### config.mk
export PLATFORM = sky130hd
export DESIGN_NAME = adcsc_seq_ctrl
export DESIGN_NICKNAME = d
export VERILOG_FILES = /design/src/hw/adcsc_seq_ctrl.v
export VERILOG_INCLUDE_DIRS = /design/src /design/src/hw
export SDC_FILE = /design/constraint.sdc
export NUM_CORES = 1
export LEC_CHECK = 0
export BUFFER_PORTS_ARGS = -buffer_cell sky130_fd_sc_hd__buf_2
export CAP_MARGIN = 5
export CELL_PAD_IN_SITES_DETAIL_PLACEMENT = 0
export CELL_PAD_IN_SITES_GLOBAL_PLACEMENT = 1
export CORE_UTILIZATION = 43
export CTS_BUF_LIST = sky130_fd_sc_hd__clkbuf_8 sky130_fd_sc_hd__clkbuf_16
export DETAILED_ROUTE_END_ITERATION = 10
export PLACE_DENSITY = 0.78
export SLEW_MARGIN = 0
export SYNTH_ARGS = -nofsm -noshare
export SYNTH_HDL_FRONTEND = slang
export SYNTH_SLANG_ARGS = --single-unit
export TNS_END_PERCENT = 20
### constraint.sdc
create_clock -name pclk -period 2.1 [get_ports pclk]
set_input_delay 0.63 -clock pclk [delete_from_list [all_inputs] [get_ports pclk]]
set_output_delay 0.63 -clock pclk [all_outputs]
set_load 0.01 [all_outputs]
### src/hw/adcsc_defs.vh
// Register map, field positions, reset values and codes for the
// converter sequence controller.
// Assumes an 8-bit APB byte address; every register is one aligned word.
`ifndef ADCSC_DEFS_VH
`define ADCSC_DEFS_VH

// ****************************************************************
// Register byte offsets
// ****************************************************************
`define ADCSC_OFF_CTL_TWO 8'h00
`define ADCSC_OFF_CTL_THREE 8'h04
`define ADCSC_OFF_CTL_FOUR 8'h08
`define ADCSC_OFF_SEQ_CTL 8'h0c
`define ADCSC_OFF_SEQ_STAT 8'h10
`define ADCSC_OFF_DONE_FLAGS 8'h14
`define ADCSC_OFF_TEST_ZERO 8'h18
// Result registers 0..7 sit at 0x20..0x3c
`define ADCSC_RES_BASE_HI 3'h1

// ****************************************************************
// Field positions
// ****************************************************************
// converter_control_two
`define ADCSC_C2_FAST_CLR 0
`define ADCSC_C2_TRIG_EDGE_SEL 1
`define ADCSC_C2_TRIG_EN 2
// converter_control_three
`define ADCSC_C3_FIFO 4
// converter_control_four
`define ADCSC_C4_LOW_RES 0
// sequence_control
`define ADCSC_SC_JUSTIFY 7
`define ADCSC_SC_SIGNED 6
`define ADCSC_SC_CONT 5
`define ADCSC_SC_MULTI 4
`define ADCSC_SC_WMASK 8'hf7
// sequence_status
`define ADCSC_ST_DONE 7
`define ADCSC_ST_TRIG_OVR 5
`define ADCSC_ST_RES_OVR 4

// ****************************************************************
// Reset values and codes
// ****************************************************************
`define ADCSC_RST_CTL_TWO 8'h00
`define ADCSC_RST_CTL_THREE 8'h04
`define ADCSC_RST_CTL_FOUR 8'h00
`define ADCSC_RST_SEQ_CTL 8'h00
`define ADCSC_RST_LFSR 8'h5a
`define ADCSC_MAX_LEN 4'h8

`endif

### src/hw/adcsc_seq_ctrl.v
// Sequence control and status of an eight-channel converter, APB slave.
// Assumes a converter core on pclk that takes conv_start, converts the
// channel on conv_channel and returns conv_done with conv_data.
// The external trigger arrives asynchronously on a pin.
`timescale 1ns/10ps
`include "adcsc_defs.vh"

module adcsc_seq_ctrl (
   input wire pclk,
   input wire presetn,
   input wire psel,
   input wire penable,
   input wire pwrite,
   input wire [7:0] paddr,
   input wire [31:0] pwdata,
   output wire [31:0] prdata,
   output wire pready,
   output wire pslverr,
   input wire ext_trigger,
   input wire special_mode,
   input wire conv_done,
   input wire [9:0] conv_data,
   output wire conv_start,
   output wire conv_abort,
   output wire [2:0] conv_channel,
   output wire conv_low_res,
   output wire seq_busy
);

   // ****************************************************************
   // Functions
   // ****************************************************************

   // Places a raw 10-bit code by resolution, justification and sign
   function [15:0] adcsc_format;
      input [9:0] d;
      input lo;
      input rj;
      input sg;
      reg [15:0] v;
      begin
         v = 16'h0000;
         if (rj) begin
            v = lo ? {8'h00, d[9:2]} : {6'h00, d};
         end else begin
            v = lo ? {d[9:2], 8'h00} : {d, 6'h00};
            if (sg) begin
               v[15] = ~v[15];
            end
         end
         adcsc_format = v;
      end
   endfunction

   // Length 0 or above 8 means a full sequence of 8
   function [3:0] adcsc_len;
      input [3:0] s;
      begin
         adcsc_len = (s == 4'h0 || s > `ADCSC_MAX_LEN) ?
                     `ADCSC_MAX_LEN : s;
      end
   endfunction

   // ****************************************************************
   // State
   // ****************************************************************
   reg pready_ff, pslverr_ff;
   reg [31:0] prdata_ff;
   reg [7:0] ctl_two_ff, ctl_three_ff, ctl_four_ff, seq_ctl_ff;
   reg [7:0] test_ff, lfsr_ff;
   reg done_ff, trig_ovr_ff, res_ovr_ff, armed_ff;
   reg [7:0] ccf_ff;
   reg [2:0] cnt_ff, chan_ff;
   reg [3:0] pos_ff;
   reg busy_ff, wait_ff, start_ff, abort_ff;
   reg trig_s1_ff, trig_s2_ff, trig_s3_ff, trig_lvl_ff, trig_prev_ff;
   reg [15:0] result_ff [0:7];

   reg nxt_done, nxt_trig_ovr, nxt_res_ovr, nxt_armed;
   reg [7:0] nxt_ccf;
   reg [2:0] nxt_cnt, nxt_chan;
   reg [3:0] nxt_pos;
   reg nxt_busy, nxt_wait, nxt_start, nxt_abort;
   reg store, seq_end;
   reg [31:0] rd_mux;
   reg rd_err;
   integer i;

   // ****************************************************************
   // Bus decode
   // ****************************************************************

   // Access phase is taken once pready_ff has been raised by setup
   wire access = psel & penable & pready_ff;
   wire wr_en = access & pwrite;
   wire rd_en = access & ~pwrite;
   wire is_res = (paddr[7:5] == `ADCSC_RES_BASE_HI) & (paddr[1:0] == 2'h0);
   wire [2:0] res_idx = paddr[4:2];
   wire wr_c2 = wr_en & (paddr == `ADCSC_OFF_CTL_TWO);
   wire wr_c3 = wr_en & (paddr == `ADCSC_OFF_CTL_THREE);
   wire wr_c4 = wr_en & (paddr == `ADCSC_OFF_CTL_FOUR);
   wire wr_c5 = wr_en & (paddr == `ADCSC_OFF_SEQ_CTL);
   wire wr_st = wr_en & (paddr == `ADCSC_OFF_SEQ_STAT);
   wire wr_tst = wr_en & (paddr == `ADCSC_OFF_TEST_ZERO);
   wire rd_ccf = rd_en & (paddr == `ADCSC_OFF_DONE_FLAGS);
   wire rd_res = rd_en & is_res;

   // Control fields used by the sequencer and the status flags
   wire fast_clr = ctl_two_ff[`ADCSC_C2_FAST_CLR];
   wire level_mode = ctl_two_ff[`ADCSC_C2_TRIG_EDGE_SEL];
   wire trig_en = ctl_two_ff[`ADCSC_C2_TRIG_EN];
   wire fifo_mode = ctl_three_ff[`ADCSC_C3_FIFO];
   wire [3:0] seq_len = adcsc_len(ctl_three_ff[3:0]);
   wire [3:0] pos_inc = pos_ff + 4'h1;

   // Any write to controls two to five aborts; five also starts
   wire abort_req = wr_c2 | wr_c3 | wr_c4 | wr_c5;

   // ****************************************************************
   // Trigger synchroniser
   // ****************************************************************

   // Three stages; a level change counts once stages two and three agree
   wire trig_edge = trig_lvl_ff & ~trig_prev_ff;
   wire trig_start = trig_en & ~abort_req & ~busy_ff &
                     (level_mode ? trig_lvl_ff : trig_edge);
   wire trig_overrun = trig_en & ~level_mode & trig_edge &
                       busy_ff;

   always @(posedge pclk or negedge presetn) begin
      if (!presetn) begin
         trig_s1_ff <= 1'b0;
         trig_s2_ff <= 1'b0;
         trig_s3_ff <= 1'b0;
         trig_lvl_ff <= 1'b0;
         trig_prev_ff <= 1'b0;
      end else begin
         trig_s1_ff <= ext_trigger;
         trig_s2_ff <= trig_s1_ff;
         trig_s3_ff <= trig_s2_ff;
         if (trig_s2_ff == trig_s3_ff) begin
            trig_lvl_ff <= trig_s3_ff;
         end
         trig_prev_ff <= trig_lvl_ff;
      end
   end

   // ****************************************************************
   // Sequencer
   // ****************************************************************

   // One conversion at a time: start, wait for done, store, step
   always @* begin
      nxt_busy = busy_ff;
      nxt_wait = wait_ff;
      nxt_pos = pos_ff;
      nxt_chan = chan_ff;
      nxt_cnt = cnt_ff;
      nxt_start = 1'b0;
      nxt_abort = 1'b0;
      store = 1'b0;
      seq_end = 1'b0;
      if (abort_req) begin
         // In-flight conversion is dropped so no stale result lands
         nxt_abort = wait_ff;
         nxt_busy = wr_c5;
         nxt_wait = 1'b0;
         nxt_pos = 4'h0;
         nxt_chan = pwdata[2:0];
         nxt_cnt = 3'h0;
         if (!wr_c5) begin
            nxt_chan = seq_ctl_ff[2:0];
         end
      end else if (trig_start) begin
         nxt_busy = 1'b1;
         nxt_wait = 1'b0;
         nxt_pos = 4'h0;
         nxt_chan = seq_ctl_ff[2:0];
         if (!fifo_mode) begin
            nxt_cnt = 3'h0;
         end
      end else if (busy_ff) begin
         if (!wait_ff) begin
            nxt_start = 1'b1;
            nxt_wait = 1'b1;
         end else if (conv_done) begin
            store = 1'b1;
            nxt_wait = 1'b0;
            nxt_cnt = cnt_ff + 3'h1;
            nxt_pos = pos_inc;
            if (seq_ctl_ff[`ADCSC_SC_MULTI]) begin
               nxt_chan = chan_ff + 3'h1;
            end
            if (pos_inc == seq_len) begin
               seq_end = 1'b1;
               nxt_pos = 4'h0;
               if (!fifo_mode) begin
                  nxt_cnt = 3'h0;
               end
               if (seq_ctl_ff[`ADCSC_SC_MULTI]) begin
                  nxt_chan = seq_ctl_ff[2:0];
               end
               nxt_busy = seq_ctl_ff[`ADCSC_SC_CONT];
            end
         end
      end
   end

   // ****************************************************************
   // Status flags
   // ****************************************************************

   // Clears first, hardware sets last so a coincident event is kept
   always @* begin
      nxt_done = done_ff;
      nxt_trig_ovr = trig_ovr_ff;
      nxt_res_ovr = res_ovr_ff;
      nxt_ccf = ccf_ff;
      nxt_armed = armed_ff;
      // Writing zero to a flag leaves it alone
      if (wr_st & pwdata[`ADCSC_ST_DONE]) begin
         nxt_done = 1'b0;
      end
      if (wr_st & pwdata[`ADCSC_ST_TRIG_OVR]) begin
         nxt_trig_ovr = 1'b0;
      end
      if (wr_st & pwdata[`ADCSC_ST_RES_OVR]) begin
         nxt_res_ovr = 1'b0;
      end
      if (wr_c5 | (rd_res & fast_clr)) begin
         nxt_done = 1'b0;
      end
      if (abort_req) begin
         nxt_trig_ovr = 1'b0;
      end
      if (wr_c5 | trig_start) begin
         nxt_res_ovr = 1'b0;
      end
      // Without fast clear a result read clears only after a flag read
      if (rd_ccf) begin
         nxt_armed = 1'b1;
      end
      if (rd_res) begin
         if (fast_clr | armed_ff) begin
            nxt_ccf[res_idx] = 1'b0;
         end
         nxt_armed = 1'b0;
      end
      if (wr_c5) begin
         nxt_ccf = 8'h00;
      end
      if (seq_end) begin
         nxt_done = 1'b1;
      end
      if (trig_overrun) begin
         nxt_trig_ovr = 1'b1;
      end
      if (store) begin
         if (ccf_ff[cnt_ff]) begin
            nxt_res_ovr = 1'b1;
         end
         nxt_ccf[cnt_ff] = 1'b1;
      end
   end

   // ****************************************************************
   // Read mux
   // ****************************************************************

   // Built at setup; the test register answers with noise on purpose
   always @* begin
      rd_mux = 32'h0000_0000;
      rd_err = 1'b0;
      if (is_res) begin
         rd_mux = {16'h0000, result_ff[res_idx]};
      end else begin
         case (paddr)
            `ADCSC_OFF_CTL_TWO: rd_mux = {24'h000000, ctl_two_ff};
            `ADCSC_OFF_CTL_THREE: rd_mux = {24'h000000, ctl_three_ff};
            `ADCSC_OFF_CTL_FOUR: rd_mux = {24'h000000, ctl_four_ff};
            `ADCSC_OFF_SEQ_CTL: rd_mux = {24'h000000, seq_ctl_ff};
            `ADCSC_OFF_SEQ_STAT: begin
               rd_mux = {24'h000000, done_ff, 1'b0, trig_ovr_ff,
                         res_ovr_ff, 1'b0, cnt_ff};
            end
            `ADCSC_OFF_DONE_FLAGS: rd_mux = {24'h000000, ccf_ff};
            `ADCSC_OFF_TEST_ZERO: begin
               rd_mux = {24'h000000, lfsr_ff ^ test_ff};
            end
            default: rd_err = 1'b1;
         endcase
      end
   end

   // ****************************************************************
   // Registers
   // ****************************************************************

   // Bus answer is one wait-free access cycle after setup
   always @(posedge pclk or negedge presetn) begin
      if (!presetn) begin
         pready_ff <= 1'b0;
         pslverr_ff <= 1'b0;
         prdata_ff <= 32'h0000_0000;
      end else begin
         pready_ff <= psel & ~penable;
         if (psel & ~penable) begin
            pslverr_ff <= rd_err;
            prdata_ff <= pwrite ? 32'h0000_0000 : rd_mux;
         end else begin
            pslverr_ff <= 1'b0;
         end
      end
   end

   // Software control registers and free-running noise source
   always @(posedge pclk or negedge presetn) begin
      if (!presetn) begin
         ctl_two_ff <= `ADCSC_RST_CTL_TWO;
         ctl_three_ff <= `ADCSC_RST_CTL_THREE;
         ctl_four_ff <= `ADCSC_RST_CTL_FOUR;
         seq_ctl_ff <= `ADCSC_RST_SEQ_CTL;
         test_ff <= 8'h00;
         lfsr_ff <= `ADCSC_RST_LFSR;
      end else begin
         lfsr_ff <= {lfsr_ff[6:0],
                     lfsr_ff[7] ^ lfsr_ff[5] ^ lfsr_ff[4] ^ lfsr_ff[3]};
         if (wr_c2) begin
            ctl_two_ff <= {5'h00, pwdata[2:0]};
         end
         if (wr_c3) begin
            ctl_three_ff <= {3'h0, pwdata[4:0]};
         end
         if (wr_c4) begin
            ctl_four_ff <= {7'h00, pwdata[0]};
         end
         if (wr_c5) begin
            seq_ctl_ff <= pwdata[7:0] & `ADCSC_SC_WMASK;
         end
         // Ignored outside special mode
         if (wr_tst & special_mode) begin
            test_ff <= pwdata[7:0];
         end
      end
   end

   // Sequencer, flag and result storage
   always @(posedge pclk or negedge presetn) begin
      if (!presetn) begin
         busy_ff <= 1'b0;
         wait_ff <= 1'b0;
         start_ff <= 1'b0;
         abort_ff <= 1'b0;
         pos_ff <= 4'h0;
         chan_ff <= 3'h0;
         cnt_ff <= 3'h0;
         done_ff <= 1'b0;
         trig_ovr_ff <= 1'b0;
         res_ovr_ff <= 1'b0;
         armed_ff <= 1'b0;
         ccf_ff <= 8'h00;
         for (i = 0; i < 8; i = i + 1) begin
            result_ff[i] <= 16'h0000;
         end
      end else begin
         busy_ff <= nxt_busy;
         wait_ff <= nxt_wait;
         start_ff <= nxt_start;
         abort_ff <= nxt_abort;
         pos_ff <= nxt_pos;
         chan_ff <= nxt_chan;
         cnt_ff <= nxt_cnt;
         done_ff <= nxt_done;
         trig_ovr_ff <= nxt_trig_ovr;
         res_ovr_ff <= nxt_res_ovr;
         armed_ff <= nxt_armed;
         ccf_ff <= nxt_ccf;
         if (store) begin
            result_ff[cnt_ff] <= adcsc_format(conv_data,
               ctl_four_ff[`ADCSC_C4_LOW_RES],
               seq_ctl_ff[`ADCSC_SC_JUSTIFY],
               seq_ctl_ff[`ADCSC_SC_SIGNED]);
         end
      end
   end

   // ****************************************************************
   // Outputs
   // ****************************************************************
   assign prdata = prdata_ff;
   assign pready = pready_ff;
   assign pslverr = pslverr_ff;
   assign conv_start = start_ff;
   assign conv_abort = abort_ff;
   assign conv_channel = chan_ff;
   assign conv_low_res = ctl_four_ff[`ADCSC_C4_LOW_RES];
   assign seq_busy = busy_ff;

endmodule // adcsc_seq_ctrl

After elaboration in Yosys (flattened, before gate mapping)
Cells that the tools add are included.
- $add $sub $neg: 3
- $mul: 0
- div/mod/pow operators: 0
- order comparisons: 8
- equality and inequality tests: 10
- shift operators: 0
- multiplexer cells: 91
- bitwise operators: 48
- reduce and logical (&&, ||, !) cells: 16
- operators by type and width (cell ; count):
    bitwise mux 128 bit ; 1
    2-to-1 mux 16 bit ; 6
    one-hot mux 8 bit (7 select lines) ; 1
    2-to-1 mux 3 bit ; 17
    binary-select mux 16 bit (select 3 bit) ; 1
    demux 16 bit (select 3 bit) ; 1
    2-to-1 mux 1 bit ; 47
    2-to-1 mux 8 bit ; 5
    2-to-1 mux 32 bit ; 1
    2-to-1 mux 4 bit ; 7
    bitwise AND 1 bit ; 26
    == test 8 x 5 -> 1 bit, second input constant ; 3
    == test 8 x 4 -> 1 bit, second input constant ; 2
    nonzero test 3 bit ; 5
    2-to-1 mux 10 bit ; 1
    bitwise AND 8 bit ; 1
    == test 8 x 3 -> 1 bit, second input constant ; 1
    >= comparator 4 bit, second input constant ; 2
    logical NOT 8 bit ; 1
    less-than comparator 3 x 4 -> 1 bit, second input constant ; 2
    inverter 3 -> 4 bit ; 2
    inverter 8 bit ; 1
    OR 8 bit ; 1
    bitwise XOR 8 bit ; 1
    other kinds (22) ; 40
- bits in registers: 225
- bits in latches: 0
- bits in writable memories: 0
- bits in read-only memories: 0
- bits of input ports: 58
- output and inout bits: 41
- word-level logic and storage cells: 210
- memories kept: 0

Logic depth before layout (Yosys ltp)
Gate-level depths: netlist of run 1.
- depth in word-level cells: 15
- mapped depth: 9
- mapped depth without buffers: 8

Worst setup path before layout of run 1
OpenSTA, ideal clock, no wires.
- path kind: input port to flip-flop
- start: in paddr[7]
- end: reg ctl_two_ff[0]
- setup time: 0.128 ns
- arrival time: 2.309 ns
- required time: 1.972 ns
- path slack: -0.336 ns
- stages: 5
- buffers on the path: 1
- cells stage by stage: or4_4 > or4_4 > buf_6 > nor3_4 > mux2_1
- longest elaborated chain between the ends: 2
- ends and longest elaborated chain (element ; line ; source):
    start, declared ; adcsc_seq_ctrl.v:14 ; input wire [7:0] paddr,
    logical NOT 8 bit ; -- ;
    bitwise AND 1 bit ; adcsc_seq_ctrl.v:99 ; wire wr_c2 = wr_en & (paddr == `ADCSC_OFF_CTL_TWO);
    end signal, assigned ; adcsc_seq_ctrl.v:319 ; ctl_two_ff <= `ADCSC_RST_CTL_TWO;
    end signal, assigned ; adcsc_seq_ctrl.v:329 ; ctl_two_ff <= {5'h00, pwdata[2:0]};
    end, declared ; adcsc_seq_ctrl.v:69 ; reg [7:0] ctl_two_ff, ctl_three_ff, ctl_four_ff, seq_ctl_ff;
Every way passes these cells.
A chain may end at the register's enable or synchronous reset.

==> results of run 1 <==
[power groups by stage]
stage	Clock, W	Combinational, W	Sequential, W
final	0.00402	0.000565	0.00413
after CTS	0.00406	0.000566	0.00413
after detailed placement	0	0.000560	0.00420
after global placement	0	0.000557	0.00420
after floorplan	0	0.000266	0.00418
after global routing	0.00426	0.000623	0.00413
[path summary, 6_finish.rpt]
path / start / endpoint / depth (start not counted)
worst max-delay path: pos_ff[1]$_DFFE_PN0P_ / flop / 9
worst min-delay path: presetn / pos_ff[3]$_DFFE_PN0P_ / 1
worst max register to register: pos_ff[1]$_DFFE_PN0P_ / flop / 9
worst min register to register: trig_s1_ff$_DFF_PN0_ / trig_s2_ff$_DFF_PN0_ / 0
max in group asynchronous: presetn / result_ff[105]$_DFFE_PN0P_ / 2
min in group pclk: ext_trigger / trig_s1_ff$_DFF_PN0_ / 1
[layout make-up]
cell class	count	share of cell area
Sequential cell	209	0.424
Multi-Input combinational cell	623	0.348
Timing Repair Buffer	188	0.135
Clock buffer	27	0.0511
Tap cell	280	0.0284
Clock inverter	15	0.0101
Inverter	9	0.00274
Antenna cell	1	0.000203
[routing by layer]
layer  vias to the layer above  share of wire  track usage
met5                         -        0.00045            0
met4                         2          0.016       0.0587
met3                        40          0.065       0.0414
met2                       242           0.47        0.351
met1                      3648           0.45        0.322
li1                       3493              -            -
[logic make-up after synthesis]
logic type	count (synthesis)	synth area share
AOI/OAI and AO/OA	216	0.125
xor gates and xnor gates	16	0.0143
adders and majority gates	4	0.00485
buffers and inverters	80	0.0450
DFF	209	0.534
muxes	97	0.149
other	1	0.000382
and+or+nand+nor	274	0.128
[per-stage QoR]
step,utilization,TNS [ns]
4_1_cts,0.544,-0.435
2_1_floorplan,-,-34.49
3_3_place_gp,0.508,-72.56
5_1_grt,0.559,-3.42
6_report,0.559,-1.67
3_5_place_dp,0.508,-70.68
[repair_timing]
action / CTS / global route
cloned: 0 / 7
resized for setup: 7 / 35
setup endpoints to repair: 19 / 77
pin swaps: 6 / 14
setup buffers: 2 / 4
[cells in the mapped netlist (all sizes together), types with 2 or more instances]
cell	count	share of area
xor2	5	0.0045
o211ai	7	0.0054
o21ai	146	0.074
a22oi	2	0.0015
nor3	6	0.0054
o311ai	2	0.0018
ha	3	0.0038
o22ai	8	0.0051
mux2	40	0.046
a32o	2	0.0020
nor4	2	0.0013
nand2b	10	0.0064
nor2	32	0.013
nand2	183	0.071
a22o	6	0.0054
dfrtp	204	0.52
buf	53	0.035
a21oi	19	0.010
nor4b	2	0.0018
inv	9	0.0034
or4	2	0.0023
nor2b	6	0.0038
a31oi	7	0.0045
a2111oi	3	0.0027
nand4	5	0.0038
nand3	11	0.0066
and3	3	0.0019
xnor2	11	0.0098
or3	3	0.0019
nand3b	3	0.0040
mux2i	22	0.022
mux4	35	0.080
dfstp	5	0.013
clkbuf	18	0.0069
nand4b	2	0.0018
a211oi	3	0.0023
[cells in the final DEF, fill, tap and decap left out, types with 7 or more instances in the layout]
master     Yosys  final
mux2i_1       22     22
buf_4         29    100
o22ai_1        8      8
mux4_2        35     35
o211ai_1       7      7
mux2_1        30     29
nor2_1        30     29
a21oi_1       18     17
clkbuf_16      0     30
o21ai_2        0      9
o21ai_0       19     13
xnor2_1       11     11
o21ai_1      127    124
inv_1          7     12
conb_1         1     16
nand3_1        9      9
nand2_2        2      9
buf_12         0     19
nand2b_1      10     10
dfrtp_1      204    204
nand2_1      181    172
mux2_2        10     10
a31oi_1        7      7
buf_2         20     56
[state kept, by name, indices dropped and copies added (netlist names), 3 cells and up, named ones only]
name	count
result_ff	128
test_ff	8
prdata	16
lfsr_ff	8
pos_ff	4
ctl_two_ff	3
ctl_three_ff	5
seq_ctl_ff	7
cnt_ff	3
ccf_ff	8
==> impl_metrics.json, run 1 <==
{
  "status": "finished, violations left",
  "violations": "negative setup slack",
  "die-area_mm2": 0.0234,
  "numPortBuffers": 58,
  "first_pass_iters": 4,
  "clock_sinks": 209,
  "synth_edf_count": 0,
  "drive_gt1_frac": 0.292,
  "place_congestion": 0.858,
  "post-route-period-util": 1.07,
  "grt_pass1_vias": 7266,
  "power_w": 0.00871,
  "seqPwrFrac": 0.474,
  "rows": 54,
  "pre_cts_slack_ns": -0.567,
  "intPower_w": 0.00668,
  "dpl.hpwl_mm": 17.8,
  "finalMaxSlewViolations": 0,
  "r2r_slack_ns": -0.14,
  "ys.flop_type": "dfrtp_1",
  "clk_pin_slew_ns": 0.06,
  "initial_utilization": 0.444,
  "area_growth_pct": 25.8,
  "routed_wl_mm": 26.7,
  "final-setup-viol-count": 53,
  "vias": 7425,
  "synth.distinct_cells": 68,
  "crit_chain": "ha_2, xor2_1, or3_1, a211o_1, a21oi_2, buf_6, mux2_1, nand2_1, a31oi_1",
  "hold_path_class": "input pin to async pin",
  "cp-end-kind": "flop",
  "synth_area_mm2": 0.00981,
  "worstSetupStartpointType": "flop",
  "netlist_instances": 897,
  "tritoncts": "done",
  "antenna_left": 0,
  "register_area_mm2": 0.00524,
  "seq_area_frac_synth": 0.534,
  "clock_power_share": 0.461,
  "die_h_um": 153,
  "netSwitchingFraction": 0.233,
  "p_switching_w": 0.00203,
  "grt_max_degree": 54,
  "final.setup.worst_slack_ns": -0.139,
  "ys_seq_elements": 209,
  "io_pins": 99,
  "critPathMaxStageDelay_ns": 0.38,
  "cts_root_buffer": "clkbuf_16",
  "whs_ns": 0.0949,
  "arrival_ns": 2.63,
  "cp_slowest_cell": "dfrtp_1",
  "powerDensity_mw_per_mm2": 706,
  "p_leak_nw": 5.86,
  "peakVddDrop_v": 0.000394,
  "cp.required_ns": 2.49,
  "nNetsFinal": 1115,
  "grt_usage": 0.224,
  "placedCellCount": 1296,
  "placed_area_mm2": 0.0112,
  "grt_pass1_wl_mm": 40.8,
  "drc": 0,
  "cp_num_buf_inv": 1,
  "grt_overflow": 0,
  "drv_cap": 0,
  "async_flop_share": 1.00,
  "power_frac_comb": 0.065,
  "grt_antenna_before_repair": 2,
  "slew_headroom": 0.545,
  "rsz0062_at_grt": "true",
  "drt_iter0_drc": 495,
  "cts_hold_buf": 0,
  "core-area_mm2": 0.0221,
  "htree_levels": 1,
  "clkLatencyLatePin_ns": 0.52,
  "avgSynthCellArea_um2": 10.9,
  "fmax_ghz": 0.447,
  "period_needed_ns": 2.24,
  "tightestPinTransition_ns": 0.683,
  "finalHoldViolCount": 0,
  "ys_warn_count": 0,
  "final_cell_area_mm2": 0.0123,
  "wl_per_cell_um": 19.8,
  "multi_input_comb_area_mm2": 0.00430,
  "numCtsBuffers": 23,
  "path_delay_family": "compound AO/OA/AOI/OAI gates",
  "fin_worst_skew_ns": 0.0104,
  "cts_buffer_depth": 3,
  "fill_cells": 1852,
  "worstPathMaxFanout": 7,
  "path_class": "flop to flop",
  "layout.cells.non_filler": 1352,
  "vias_per_cell": 5.49,
  "die_w_um": 153
}
Power figures use the tool's default switching activity.
==> run 2: changes to the inputs <==
--- a/config.mk
+++ b/config.mk
@@ -8,7 +8,8 @@
 export LEC_CHECK = 0
 export BUFFER_PORTS_ARGS = -buffer_cell sky130_fd_sc_hd__buf_2
-export CAP_MARGIN = 5
+export CAP_MARGIN = 20
 export CELL_PAD_IN_SITES_DETAIL_PLACEMENT = 0
 export CELL_PAD_IN_SITES_GLOBAL_PLACEMENT = 1
+export CORE_MARGIN = 8
 export CORE_UTILIZATION = 43
 export CTS_BUF_LIST = sky130_fd_sc_hd__clkbuf_8 sky130_fd_sc_hd__clkbuf_16
==> constraint.sdc (replaced) <==
create_clock -name pclk -period 2.1 [get_ports pclk]
set_input_delay 0.315 -clock pclk [delete_from_list [all_inputs] [get_ports pclk]]
set_output_delay 0.315 -clock pclk [all_outputs]
set_load 0.01 [all_outputs]
==> run 2 against run 1 <==
- the flow still finishes with violations (negative setup slack)
- design area fell by 4.8%
- register-to-register slack worse by 0.02 ns
- setup slack got worse by 0.023 ns
- critical path depth stayed put
- sequential cell count unchanged
- routed wire length is 6.3% lower
- power decreased by 1.5%
- combinational power decreased by 9.7%
- final cell count decreased by 2.7%
- non-clock buffer count is 41 lower
- die area up 19%
- core utilization shrank 3.6 points
- critical path type unchanged
==> impl_metrics.json, run 2 (synthesized netlist as in run 1, its figures left out) <==
{
  "status": "finished, violations left",
  "violations": "negative setup slack",
  "vias": 7145,
  "critPathMaxStageDelay_ns": 0.39,
  "arrival_ns": 2.66,
  "fmax_ghz": 0.442,
  "largest_reg_flops": 128,
  "register_area_mm2": 0.00524,
  "finalHoldViolCount": 0,
  "first_pass_iters": 5,
  "grt_max_degree": 49,
  "path_class": "flop to flop",
  "clk_pin_slew_ns": 0.06,
  "fin_worst_skew_ns": 0.0245,
  "cts_buffer_depth": 3,
  "grt_overflow": 0,
  "final-setup-viol-count": 11,
  "final_cell_area_mm2": 0.0118,
  "final.setup.worst_slack_ns": -0.162,
  "wl_per_cell_um": 19.1,
  "peakVddDrop_v": 0.000456,
  "initial_utilization": 0.436,
  "clock_sinks": 209,
  "numPortBuffers": 58,
  "p_leak_nw": 5.50,
  "nNetsFinal": 1074,
  "place_congestion": 0.868,
  "slew_headroom": 0.515,
  "antenna_left": 0,
  "path_depth": 9,
  "drv_cap": 0,
  "worstPathMaxFanout": 6,
  "die-area_mm2": 0.0279,
  "drt_iter0_drc": 508,
  "grt_antenna_before_repair": 0,
  "hold_depth": 2,
  "period_needed_ns": 2.26,
  "grt_usage": 0.183,
  "io_pins": 99,
  "reg2regPathDepth": 9,
  "rows": 55,
  "cts_root_buffer": "clkbuf_16",
  "antenna_cells": 0,
  "routed_wl_mm": 25.1,
  "numCtsBuffers": 23,
  "multi_input_comb_area_mm2": 0.00423,
  "rsz0062_at_grt": "true",
  "cp_slowest_cell": "dfrtp_1",
  "powerDensity_mw_per_mm2": 730,
  "post-route-period-util": 1.08,
  "worstSetupStartpointType": "flop",
  "drc": 0,
  "tritoncts": "done",
  "clkLatencyLatePin_ns": 0.53,
  "finalMaxSlewViolations": 0,
  "path_delay_family": "compound AO/OA/AOI/OAI gates",
  "die_w_um": 167,
  "cp-end-kind": "flop",
  "htree_levels": 1,
  "drive_gt1_frac": 0.246,
  "final_common_cell": "dfrtp_1",
  "mostFrequentLayoutCells": "204 x dfrtp_1, 179 x nand2_1, 127 x o21ai_1",
  "core-area_mm2": 0.0225,
  "utilization": 0.522,
  "area_growth_pct": 19.8,
  "placed_area_mm2": 0.0109,
  "largest-register": "result_ff",
  "crit_chain": "ha_2, xor2_2, or3_1, a211o_1, a21oi_4, buf_6, a21oi_1, o31ai_1, o21ai_1",
  "grt_pass1_vias": 7242,
  "cp_num_buf_inv": 1,
  "dpl.hpwl_mm": 18.0,
  "grt_pass1_wl_mm": 41.0,
  "tightestPinTransition_ns": 0.728,
  "die_h_um": 167,
  "cp.required_ns": 2.50,
  "hold_path_class": "input pin to flop",
  "fill_cells": 2004,
  "vias_per_cell": 5.43
}
run 2: changes by cell type in the layout (fill, tap and decap cells not counted), moves of 5 or more:
cell	delta
buf_12	-5
buf_4	-29
clkbuf_16	-7
nand2_1	+7
nand2_2	-6
o21ai_0	+6
o21ai_2	-9
run 2: power breakdown:
| group | switching [W] | internal [W] | leakage [nW] |
|---|---|---|---|
| logic | 0.000320 | 0.000189 | 2.23 |
| registers | 0.0000583 | 0.00407 | 2.88 |
| clock network | 0.00167 | 0.00227 | 0.388 |
run 2: worst paths after layout:
path	start	end	slack, ns
worst max-delay path	pos_ff[0]$_DFFE_PN0P_	flop	-0.16
worst min-delay path	pwdata[3]	ctl_three_ff[3]$_DFFE_PN0P_	0.04
worst max register to register	pos_ff[0]$_DFFE_PN0P_	flop	-0.16
worst min register to register	trig_s1_ff$_DFF_PN0_	trig_s2_ff$_DFF_PN0_	0.35
max in group asynchronous	presetn	result_ff[18]$_DFFE_PN0P_	1.12
min in group asynchronous	presetn	result_ff[0]$_DFFE_PN0P_	0.30
run 2: cell type report:
cell class              count  area share
flip-flops and latches    209       0.446
clock buffers              27      0.0537
well taps                 285      0.0303
repair buffers            147      0.0983
inverters                   9     0.00287
clock inverters            15     0.00958
multi-input cells         623       0.360
run 2: per-stage QoR:
step,total power (W),instances,setup WS [ns],hold slack [ns],TNS (ns)
6_report,0.00858,1315,-0.162,0.0368,-0.955
5_1_grt,0.00889,1315,-0.259,0.0334,-1.99
4_1_cts,0.00868,1314,-0.183,0.0237,-1.14
3_5_place_dp,0.00472,1269,-0.263,0.292,-19.60
3_3_place_gp,0.00471,1269,-0.223,0.295,-16.62
2_1_floorplan,0.00445,912,-0.0537,0.0194,-0.236
run 2: metal layers:
layer,wire [µm],track usage,up-vias
li1,-,-,3399
met1,11400,0.255,3502
met2,11500,0.286,206
met3,1570,0.0364,38
met4,533,0.0490,0
met5,0,0,-
run 2: timing repair:
action	in CTS	in global routing
hold endpoints to repair	43	0
setup buffers	1	1
hold buffers	2	0
pin swaps	1	6
endpoints found under the setup margin	11	11
gates resized for setup	0	8
==> run 3: changes to the inputs <==
ABC_AREA = 1   (was default)
CORE_UTILIZATION = 41   (was 43)
SKIP_CTS_REPAIR_TIMING = 1   (was default)
==> run 3 against run 2 <==
- the run now ends clean
- clock skew up 0.0010 ns
- setup slack improved by 0.39 ns
- power grew 49%
- combinational power grew to 5.5 times the previous value
- critical path depth is 1 higher
- non-clock buffer count shrank 45
- core utilization is 4.2 points lower
- clock-buffer cell count increased by 6
==> impl_metrics.json, run 3 <==
{
  "powerDensity_mw_per_mm2": 1060,
  "finalHoldViolCount": 0,
  "htree_levels": 1,
  "mostFrequentLayoutCells": "383 x nand2_1, 204 x dfrtp_1, 106 x inv_1",
  "fin_worst_skew_ns": 0.0255,
  "final-setup-viol-count": 0,
  "worstPathMaxFanout": 7,
  "grt_pass1_wl_mm": 46.5,
  "synth.most_common_cell": "nand2_1",
  "post-route-period-util": 0.892,
  "r2r-end": "seq_busy$_DFF_PN0_",
  "r2r_slack_ns": 0.23,
  "clock_sinks": 209,
  "drt_iter0_drc": 726,
  "tns_ns": 0,
  "synth_top_area_frac": 0.494,
  "netlist_instances": 1211,
  "place_congestion": 0.861,
  "arrival_ns": 2.28,
  "fmax_ghz": 0.534,
  "avgSynthCellArea_um2": 8.52,
  "cp-end-kind": "flop",
  "cp_slowest_cell": "dfrtp_1",
  "io_pins": 99,
  "ys_seq_elements": 209,
  "grt_usage": 0.189,
  "clk_pin_slew_ns": 0.05,
  "slew_headroom": 0.527,
  "drv_cap": 0,
  "hold_path_class": "input pin to flop",
  "antenna_left": 0,
  "first_pass_iters": 5,
  "yosysTopAreaCell": "dfrtp_1",
  "antenna_cells": 0,
  "core-area_mm2": 0.0250,
  "finalMaxSlewViolations": 0,
  "reg2reg_from": "pos_ff[1]$_DFFE_PN0P_",
  "p_leak_nw": 5.95,
  "largest-register": "result_ff",
  "dpl.hpwl_mm": 19.8,
  "power_w": 0.0128,
  "drc": 0,
  "die-area_mm2": 0.0305,
  "grt_max_degree": 62,
  "min-delay-start": "psel",
  "seq_area_frac_synth": 0.507,
  "path_delay_family": "simple AND/OR/NAND/NOR gates",
  "grt_antenna_before_repair": 0,
  "path_common_cell": "nand2_1",
  "rows": 58,
  "area_growth_pct": 16.2,
  "final_common_cell": "nand2_1",
  "cts_root_buffer": "clkbuf_16",
  "cp.required_ns": 2.50,
  "cp_num_buf_inv": 0,
  "numPortBuffers": 58,
  "reg2regPathDepth": 10,
  "min_to": "pready$_DFF_PN0_",
  "wl_per_cell_um": 17.4,
  "initial_utilization": 0.414,
  "nNetsFinal": 1360,
  "period_needed_ns": 1.87,
  "die_h_um": 175,
  "synth_commonest_cells": "384 x nand2_1, 204 x dfrtp_1, 104 x inv_1, 104 x o21ai_0, 61 x o21ai_1",
  "synth.distinct_cells": 49,
  "hold_depth": 3,
  "yosys-top-cells-area": "dfrtp_1 49%, nand2_1 14%, o21ai_0 5.0%, inv_1 3.8%, o21ai_1 3.0%",
  "synth_area_mm2": 0.0103,
  "critPathMaxStageDelay_ns": 0.43,
  "numCtsBuffers": 25,
  "status": "finished, final reports clean",
  "ys_warn_count": 0,
  "vias": 8269,
  "tightestPinTransition_ns": 0.705,
  "async_flop_share": 1.00,
  "die_w_um": 175,
  "largest_reg_flops": 128,
  "tritoncts": "done",
  "cts_buffer_depth": 3,
  "peakVddDrop_v": 0.000699,
  "ys.flop_type": "dfrtp_1",
  "rsz0062_at_grt": "false",
  "vias_per_cell": 5.02,
  "drive_gt1_frac": 0.175,
  "synth_edf_count": 0,
  "worstSetupStartpointType": "flop",
  "grt_pass1_vias": 8119,
  "clkLatencyLatePin_ns": 0.54,
  "crit_chain": "ha_1, nand3_1, nand2_1, nand2_1, nor2_1, nand2_1, nor2_1, nand4_1, nand2_1, nand2_1",
  "grt_overflow": 0,
  "path_class": "flop to flop",
  "routed_wl_mm": 28.7
}
==> run 3: cell count changes after synthesis, moves of 33 or more <==
cell     before  now
nand2_1     181  384
inv_1         7  104
o21ai_0      19  104
o21ai_1     127   61
mux4_2       35    0
nand3_1       9   42
==> run 3: routing by layer <==
metal / global-route usage / wire length, µm / up-vias
li1: - / - / 4087
met1: 0.255 / 13000 / 3957
met2: 0.316 / 14000 / 190
met3: 0.0287 / 1240 / 35
met4: 0.0406 / 485 / 0
met5: 0 / 0 / -
==> run 3: power breakdown <==
group	total (W)	switching (W)	internal (W)
clock network	0.00449	0.00177	0.00272
logic	0.00279	0.00176	0.00103
registers	0.00548	0.000508	0.00497
==> run 3: worst register-to-register path, delay by kind of cell, from the launching register on <==
kind	cells	cell delay [ns]
and+or+nand+nor	9	0.99
adders and majority gates	1	0.34
DFF	1	0.43
==> run 3: how the worst max path moves through the flow <==
stage / startpoint / endpoint / slack (ns) / cells past startpoint
4_1_cts: pos_ff[1]$_DFFE_PN0P_ / cnt_ff[0]$_DFFE_PN0P_ / 0.14 / 8
3_5_place_dp: paddr[7] / result_ff[46]$_DFFE_PN0P_ / 0.12 / 12
2_1_floorplan: pos_ff[0]$_DFFE_PN0P_ / flop / 0.45 / 12
5_1_grt: pos_ff[1]$_DFFE_PN0P_ / seq_busy$_DFF_PN0_ / 0.03 / 11
3_3_place_gp: paddr[2] / prdata[6]$_DFFE_PN0P_ / 0.14 / 9
6_report: pos_ff[1]$_DFFE_PN0P_ / seq_busy$_DFF_PN0_ / 0.23 / 10
==> run 3: cells by family (layout without fill, tap and decap cells) <==
logic type / count (synthesis) / count (layout) / synth area share
other: 1 / 16 / 0.000363
flip-flops: 209 / 209 / 0.507
adder cells (fa/ha/maj): 4 / 4 / 0.00461
buffers and inverters: 176 / 268 / 0.0870
AND/OR/NAND/NOR: 543 / 543 / 0.240
AO/OA/AOI/OAI: 265 / 265 / 0.150
XOR/XNOR: 13 / 13 / 0.0110
==> run 3: per-stage QoR <==
stage | hold WS [ns] | util | instances | setup WS (ns) | cell area [µm²]
CTS | -0.334 | 0.479 | 1645 | 0.137 | 12000
floorplan | 0.0194 | - | 1226 | 0.447 | 10400
detailed placement | 0.245 | 0.444 | 1599 | 0.123 | 11100
finish | 0.0459 | 0.480 | 1648 | 0.227 | 12000
global placement | 0.243 | 0.444 | 1599 | 0.138 | 11100
global route | 0.0481 | 0.480 | 1648 | 0.0302 | 12000
==> run 3: cell type report <==
cell class                 instances  area, µm²
multi-input combinational        841       4250
tap                              330        413
sequential                       209       5240
clock inverter                    13        139
inverter                         120        472
clock buffer                      33        736
fill                            2443      13000
timing repair buffer             102        751
